==> src/jtag_tap_consts.vh <==
// constants for the jtag debug tap port
// assumes a 100 mhz system clock sampling the test clock pin
`ifndef JTAG_TAP_CONSTS_VH
`define JTAG_TAP_CONSTS_VH

// ------------------------------------------------------------
// tap states
// ------------------------------------------------------------
`define ST_RESET      4'h0
`define ST_IDLE       4'h1
`define ST_SEL_DR     4'h2
`define ST_CAP_DR     4'h3
`define ST_SHIFT_DR   4'h4
`define ST_EXIT1_DR   4'h5
`define ST_PAUSE_DR   4'h6
`define ST_EXIT2_DR   4'h7
`define ST_UPD_DR     4'h8
`define ST_SEL_IR     4'h9
`define ST_CAP_IR     4'ha
`define ST_SHIFT_IR   4'hb
`define ST_EXIT1_IR   4'hc
`define ST_PAUSE_IR   4'hd
`define ST_EXIT2_IR   4'he
`define ST_UPD_IR     4'hf

// ------------------------------------------------------------
// instruction register
// ------------------------------------------------------------
`define IR_WIDTH      4
`define IR_CAPTURE    4'h1
`define IR_BYPASS     4'hf
`define IR_DEBUG      4'h8
`define DBG_WIDTH     16

`endif

==> src/tck_sync.v <==
// two-flop synchroniser with rise and fall edge pulses
// assumes input is asynchronous to clk
`timescale 1ns/1ps
module tck_sync (
    clk,
    rst_n,
    din,
    level,
    rise,
    fall
);
    input  wire clk;
    input  wire rst_n;
    input  wire din;
    output wire level;
    output wire rise;
    output wire fall;

    reg meta_reg;
    reg sync_reg;
    reg last_reg;

    always @(posedge clk or negedge rst_n) begin
        if (!rst_n) begin
            meta_reg <= 1'b0;
            sync_reg <= 1'b0;
            last_reg <= 1'b0;
        end else begin
            meta_reg <= din;
            sync_reg <= meta_reg;
            last_reg <= sync_reg;
        end
    end

    assign level = sync_reg;
    assign rise  = sync_reg & ~last_reg;
    assign fall  = ~sync_reg & last_reg;
endmodule

==> src/jtag_debug_tap_port.v <==
// jtag tap controller with a debug data register and event pulse
// assumes pins are asynchronous; test clock sampled at clk_sys
//
// Contract
// - test logic steps only on test clock edges
// - mode select sampled on rising test clock
// - data input captured on rising test clock
// - output driven only in shift states
// - output changes only on falling test clock
// - output high impedance during test reset
// - test reset low resets tap asynchronously
// - debug events within one test clock period share one low pulse
`timescale 1ns/1ps
`include "jtag_tap_consts.vh"
module jtag_debug_tap_port (
    clk_sys,
    rst_n,
    tck,
    tms,
    tdi,
    trst_n,
    debugEventIn,
    tdo,
    tdoOe,
    debug_event_n,
    debugData,
    debugUpdate
);
    input  wire        clk_sys;
    input  wire        rst_n;
    input  wire        tck;
    input  wire        tms;
    input  wire        tdi;
    input  wire        trst_n;
    input  wire        debugEventIn;
    output reg         tdo;
    output reg         tdoOe;
    output reg         debug_event_n;
    output reg  [15:0] debugData;
    output reg         debugUpdate;

    // ------------------------------------------------------------
    // pin synchronisers
    // ------------------------------------------------------------
    wire tckLevel;
    wire tckRise;
    wire tckFall;
    reg  tmsMeta;
    reg  tmsSync;
    reg  tdiMeta;
    reg  tdiSync;
    reg  trstMeta;
    reg  trstSync;

    tck_sync uTck (
        .clk   (clk_sys),
        .rst_n (rst_n),
        .din   (tck),
        .level (tckLevel),
        .rise  (tckRise),
        .fall  (tckFall)
    );

    // trst is a reset pin: it clears the tap directly, the sync only
    // orders the release against clk_sys
    always @(posedge clk_sys or negedge trst_n) begin
        if (!trst_n) begin
            trstMeta <= 1'b0;
            trstSync <= 1'b0;
        end else begin
            trstMeta <= 1'b1;
            trstSync <= trstMeta;
        end
    end

    // tms/tdi take the same two flops as tck so they align with the tck edge pulse
    always @(posedge clk_sys or negedge rst_n) begin
        if (!rst_n) begin
            tmsMeta <= 1'b1;
            tmsSync <= 1'b1;
            tdiMeta <= 1'b1;
            tdiSync <= 1'b1;
        end else begin
            tmsMeta <= tms;
            tmsSync <= tmsMeta;
            tdiMeta <= tdi;
            tdiSync <= tdiMeta;
        end
    end

    // tap state is cleared only by test reset, so a system reset alone
    // leaves the debug state intact
    wire tapRst_n = trst_n & trstSync;

    // ------------------------------------------------------------
    // tap state machine
    // ------------------------------------------------------------
    reg [3:0] state_reg;
    reg [3:0] state_next;

    always @* begin
        state_next = state_reg;
        case (state_reg)
            `ST_RESET:    state_next = tmsSync ? `ST_RESET : `ST_IDLE;
            `ST_IDLE:     state_next = tmsSync ? `ST_SEL_DR : `ST_IDLE;
            `ST_SEL_DR:   state_next = tmsSync ? `ST_SEL_IR : `ST_CAP_DR;
            `ST_CAP_DR:   state_next = tmsSync ? `ST_EXIT1_DR : `ST_SHIFT_DR;
            `ST_SHIFT_DR: state_next = tmsSync ? `ST_EXIT1_DR : `ST_SHIFT_DR;
            `ST_EXIT1_DR: state_next = tmsSync ? `ST_UPD_DR : `ST_PAUSE_DR;
            `ST_PAUSE_DR: state_next = tmsSync ? `ST_EXIT2_DR : `ST_PAUSE_DR;
            `ST_EXIT2_DR: state_next = tmsSync ? `ST_UPD_DR : `ST_SHIFT_DR;
            `ST_UPD_DR:   state_next = tmsSync ? `ST_SEL_DR : `ST_IDLE;
            `ST_SEL_IR:   state_next = tmsSync ? `ST_RESET : `ST_CAP_IR;
            `ST_CAP_IR:   state_next = tmsSync ? `ST_EXIT1_IR : `ST_SHIFT_IR;
            `ST_SHIFT_IR: state_next = tmsSync ? `ST_EXIT1_IR : `ST_SHIFT_IR;
            `ST_EXIT1_IR: state_next = tmsSync ? `ST_UPD_IR : `ST_PAUSE_IR;
            `ST_PAUSE_IR: state_next = tmsSync ? `ST_EXIT2_IR : `ST_PAUSE_IR;
            `ST_EXIT2_IR: state_next = tmsSync ? `ST_UPD_IR : `ST_SHIFT_IR;
            `ST_UPD_IR:   state_next = tmsSync ? `ST_SEL_DR : `ST_IDLE;
            default:      state_next = `ST_RESET;
        endcase
    end

    // ------------------------------------------------------------
    // rising test clock: state, shift registers
    // ------------------------------------------------------------
    reg [3:0]  irShift_reg;
    reg [3:0]  ir_reg;
    reg [15:0] drShift_reg;
    reg        bypass_reg;
    wire       selDebug = (ir_reg == `IR_DEBUG);
    wire       selBypass = (ir_reg == `IR_BYPASS);

    always @(posedge clk_sys or negedge tapRst_n) begin
        if (!tapRst_n) begin
            state_reg   <= `ST_RESET;
            irShift_reg <= 4'h0;
            ir_reg      <= `IR_BYPASS;
            drShift_reg <= 16'h0000;
            bypass_reg  <= 1'b0;
            debugData   <= 16'h0000;
            debugUpdate <= 1'b0;
        end else begin
            debugUpdate <= 1'b0;
            if (tckRise) begin
                state_reg <= state_next;
                case (state_reg)
                    `ST_RESET: begin
                        ir_reg <= `IR_BYPASS;
                    end
                    `ST_CAP_IR: begin
                        irShift_reg <= `IR_CAPTURE;
                    end
                    `ST_SHIFT_IR: begin
                        irShift_reg <= {tdiSync, irShift_reg[3:1]};
                    end
                    `ST_UPD_IR: begin
                        ir_reg <= irShift_reg;
                    end
                    `ST_CAP_DR: begin
                        drShift_reg <= debugData;
                        bypass_reg  <= 1'b0;
                    end
                    `ST_SHIFT_DR: begin
                        drShift_reg <= {tdiSync, drShift_reg[15:1]};
                        bypass_reg  <= tdiSync;
                    end
                    `ST_UPD_DR: begin
                        if (selDebug) begin
                            debugData   <= drShift_reg;
                            debugUpdate <= 1'b1;
                        end
                    end
                    default: begin
                        bypass_reg <= bypass_reg;
                    end
                endcase
            end
        end
    end

    // ------------------------------------------------------------
    // falling test clock: data output and enable
    // ------------------------------------------------------------
    always @(posedge clk_sys or negedge tapRst_n) begin
        if (!tapRst_n) begin
            tdo   <= 1'b0;
            tdoOe <= 1'b0;
        end else if (tckFall) begin
            tdoOe <= (state_reg == `ST_SHIFT_IR) ||
                     (state_reg == `ST_SHIFT_DR);
            if (state_reg == `ST_SHIFT_IR)
                tdo <= irShift_reg[0];
            else if (selDebug)
                tdo <= drShift_reg[0];
            else
                tdo <= bypass_reg;
        end
    end

    // ------------------------------------------------------------
    // debug event pulse, one test clock period wide
    // ------------------------------------------------------------
    // events are latched on clk_sys and shown from one falling tck edge
    // to the next; a stopped test clock holds them pending
    reg eventPending_reg;

    always @(posedge clk_sys or negedge rst_n) begin
        if (!rst_n) begin
            eventPending_reg <= 1'b0;
            debug_event_n    <= 1'b1;
        end else begin
            if (tckFall) begin
                debug_event_n    <= ~eventPending_reg;
                eventPending_reg <= debugEventIn;
            end else if (debugEventIn) begin
                eventPending_reg <= 1'b1;
            end
        end
    end
endmodule

==> config.mk <==
export PLATFORM = sky130hd
export DESIGN_NAME = jtag_debug_tap_port
export DESIGN_NICKNAME = d
export VERILOG_FILES = /design/src/tck_sync.v /design/src/jtag_debug_tap_port.v
export VERILOG_INCLUDE_DIRS = /design/src
export SDC_FILE = /design/constraint.sdc
export NUM_CORES = 1
export LEC_CHECK = 0
export BUFFER_PORTS_ARGS = -buffer_cell sky130_fd_sc_hd__buf_4
export CORE_ASPECT_RATIO = 1.75
export CORE_MARGIN = 4
export CORE_UTILIZATION = 43
export CTS_CLUSTER_DIAMETER = 30
export DETAILED_ROUTE_END_ITERATION = 10
export SYNTH_ARGS = -nofsm -noshare
export SYNTH_HDL_FRONTEND = slang
export SYNTH_HIERARCHICAL = 1
export SYNTH_SLANG_ARGS = --single-unit
==> constraint.sdc <==
create_clock -name clk_sys -period 2.3 [get_ports clk_sys]
set_input_delay 0.23 -clock clk_sys [delete_from_list [all_inputs] [get_ports clk_sys]]
set_output_delay 0.23 -clock clk_sys [all_outputs]
set_load 0.1 [all_outputs]
==> metrics.yaml <==
cts:
  post_cts_resized: 0
  cts_sinks: 59
  clk_pin_slew_worst_paths_ns: 0.08
  cts_root_buffer: "clkbuf_8"
  cts_tree: "yes"
  clock_path_buffers: 2
  insertion_delay_ns: 0.33
  cts_setup_buffers: 0
  cts_buffers: 9
  cts_max_level: 3
timing:
  fin_crit_ns: 1.75
  finalSetupViolCount: 0
  worst_clock_skew_ns: 0.00940
  setup_slack_ns: 0.552
  finalMaxSlewViolations: 0
  min_period_over_period_pct: 76.0
  tightest_slew_ns: 0.603
  max-slew-margin-rel_pct: 59.8
  fin_hold_ws_ns: 0.0765
  fin_tns_setup_ns: 0
  hold_viol: 0
  fmax_mhz: 572
  grt_setup_unrepaired: "no"
synthesis:
  synth-xor-area-share_pct: 0.338
  synth_cell_types: 46
  yosys-top-cells-area: "dfrtp_1 (48%), nand2_1 (11%), dfstp_2 (9.1%)"
  ys_seq_elements: 59
  syn_nets: 259
  synth_seq_area_share_pct: 57.4
  synth_flop_cell: "dfrtp_1"
  synth-compound-area-share_pct: 11.4
  synthArstFlopShare_pct: 100
  netlist_area_um2: 2590
  synth-simple-area-share_pct: 19.2
  synth_top_area_share_pct: 48.3
  synth-adder-area-share_pct: 0
  synth-edff-count: 0
  postSynthCellCount: 252
  yosysWarnings: 6
  synthMuxAreaShare_pct: 6.62
  synth_top_family_by_area: "simple AND/OR/NAND/NOR gates"
  avgSynthCellArea_um2: 10.3
  synth_area_leader_cell: "dfrtp_1"
grt:
  grt_pass1_vias: 1965
  grt_max_degree: 29
  grt_pass1_wl_um: 9200
  antenna_found_initial: 0
  globalRouteTotalUtil_pct: 16.2
  grt_overflow_total: 0
pwr:
  vdd_ir_drop_max_uv: 607
  power_mw: 2.86
  p_leak_nw: 1.43
  p_per_area_nw_per_um2: 927
drt:
  drt_iter0_drc: 69
  vias_per_cell: 5.01
  vias: 1859
  dr.max_layer_used: "met4"
  drt-wirelength-per-cell_um: 14.2
  drc: 0
  first_pass_iters: 4
  wl_um: 5260
  dr_wl_met2_um: 2790
  wl_met1_um: 2180
  ant_nets: 0
  met3_length_um: 191
finish:
  final_common_cell: "nand2_1"
  nNetsFinal: 295
  post-route-util_pct: 52.4
  finalNonFillerCells: 371
  final_cell_mix: "nand2_1 (74), dfrtp_1 (50), buf_4 (36)"
  synthToLayoutAreaGrowth_pct: 18.9
  antennaDiodeCount: 0
  finalInstanceArea_um2: 3080
  drive_above_1_share_pct: 23.5
setup_path:
  cp.required_ns: 2.57
  cp-end-kind: "flop"
  path_max_fanout: 16
  crit_start: "state_reg[2]$_DFFE_PN0P_"
  r2r-start: "state_reg[2]$_DFFE_PN0P_"
  setup.worst_path.class: "reg -> reg"
  critical_path_arrival_ns: 2.01
  start_kind: "flop"
floorplan:
  die-height_um: 111
  ioPinCount: 27
  rows: 37
  initial_core_util_pct: 44.1
  core_area_um2: 5880
  die_w_um: 66.7
  dieArea_um2: 7380
place:
  gp_congestion: 0.796
  place_area_um2: 2850
  dp.final_hpwl_um: 3700
  place_ws_ns: 0.535
  dp_cells: 350
  port_buffers: 26
outcome:
  status: "completed"
job:
  maxCapViolations: 0
min_path:
  min_path_type: "in -> reg"
  worstHoldStart: "debugEventIn"
[cell type report]
type,instances,area [um^2]
Fill cell,562,2800
Sequential cell,59,1490
Multi-Input combinational cell,172,978
Timing Repair Buffer,41,320
Clock buffer,9,124
Tap cell,78,97.6
Clock inverter,7,55.1
Inverter,5,18.8
[final timing paths]
kind,endpoint,slack (ns),cells past startpoint
setup / recovery,debugData[5]$_DFFE_PN0P_,0.55,4
hold / removal,eventPending_reg$_DFFE_PN0P_,0.08,2
setup reg to reg,debugData[5]$_DFFE_PN0P_,0.55,4
hold reg to reg,drShift_reg[3]$_DFFE_PN0P_,0.16,1
max in group asynchronous,state_reg[3]$_DFFE_PN0P_,1.33,4
min in group asynchronous,drShift_reg[3]$_DFFE_PN0P_,0.16,1
[cells in the mapped netlist (2+ instances only)]
master	number
buf_2	5
nand4_1	4
a211oi_1	2
buf_4	2
mux2i_1	16
a211o_1	2
nor2_1	5
and4_1	2
dfrtp_1	50
nor2b_1	3
buf_6	3
clkbuf_1	4
a32o_1	2
inv_1	4
dfstp_2	9
o21ai_1	8
a31oi_1	2
nand3_1	5
o22a_1	4
nand2_1	74
and3_1	3
a21oi_1	6
o21ai_0	14
[kinds of logic (layout without fill, tap and decap cells)]
group | Yosys count | after routing
other cells | 1 | 1
simple gates | 107 | 107
mux | 17 | 17
buf+inv | 21 | 62
xor+xnor | 1 | 1
compound gates | 46 | 46
flops | 59 | 59
[metal layers]
layer	vias up	global-route usage, %
met1	889	19.6
li1	931	-
met4	0	5.70
met3	9	4.87
met5	-	0
met2	30	26.9
[power by group]
group          switching [mW]  internal (mW)  leakage [nW]  total (mW)
Combinational           0.469          0.289         0.595       0.758
Sequential              0.122           1.16         0.763        1.28
Clock                   0.428          0.392        0.0737       0.821
[critical path, cell delays in order (launching register included)]
cell	delay, ns
dfrtp_1	0.52
and2b_1	0.34
and4_1	0.61
nand2_1	0.12
nand2_1	0.09
[what timing repair did]
| item | 4_1_cts | 5_1_grt |
|---|---|---|
| hold buffers | 5 | 0 |
| endpoints found under the setup margin | 0 | 0 |
| hold endpoints to repair | 18 | 0 |
No activity file was read; power rests on OpenSTA's default activity.
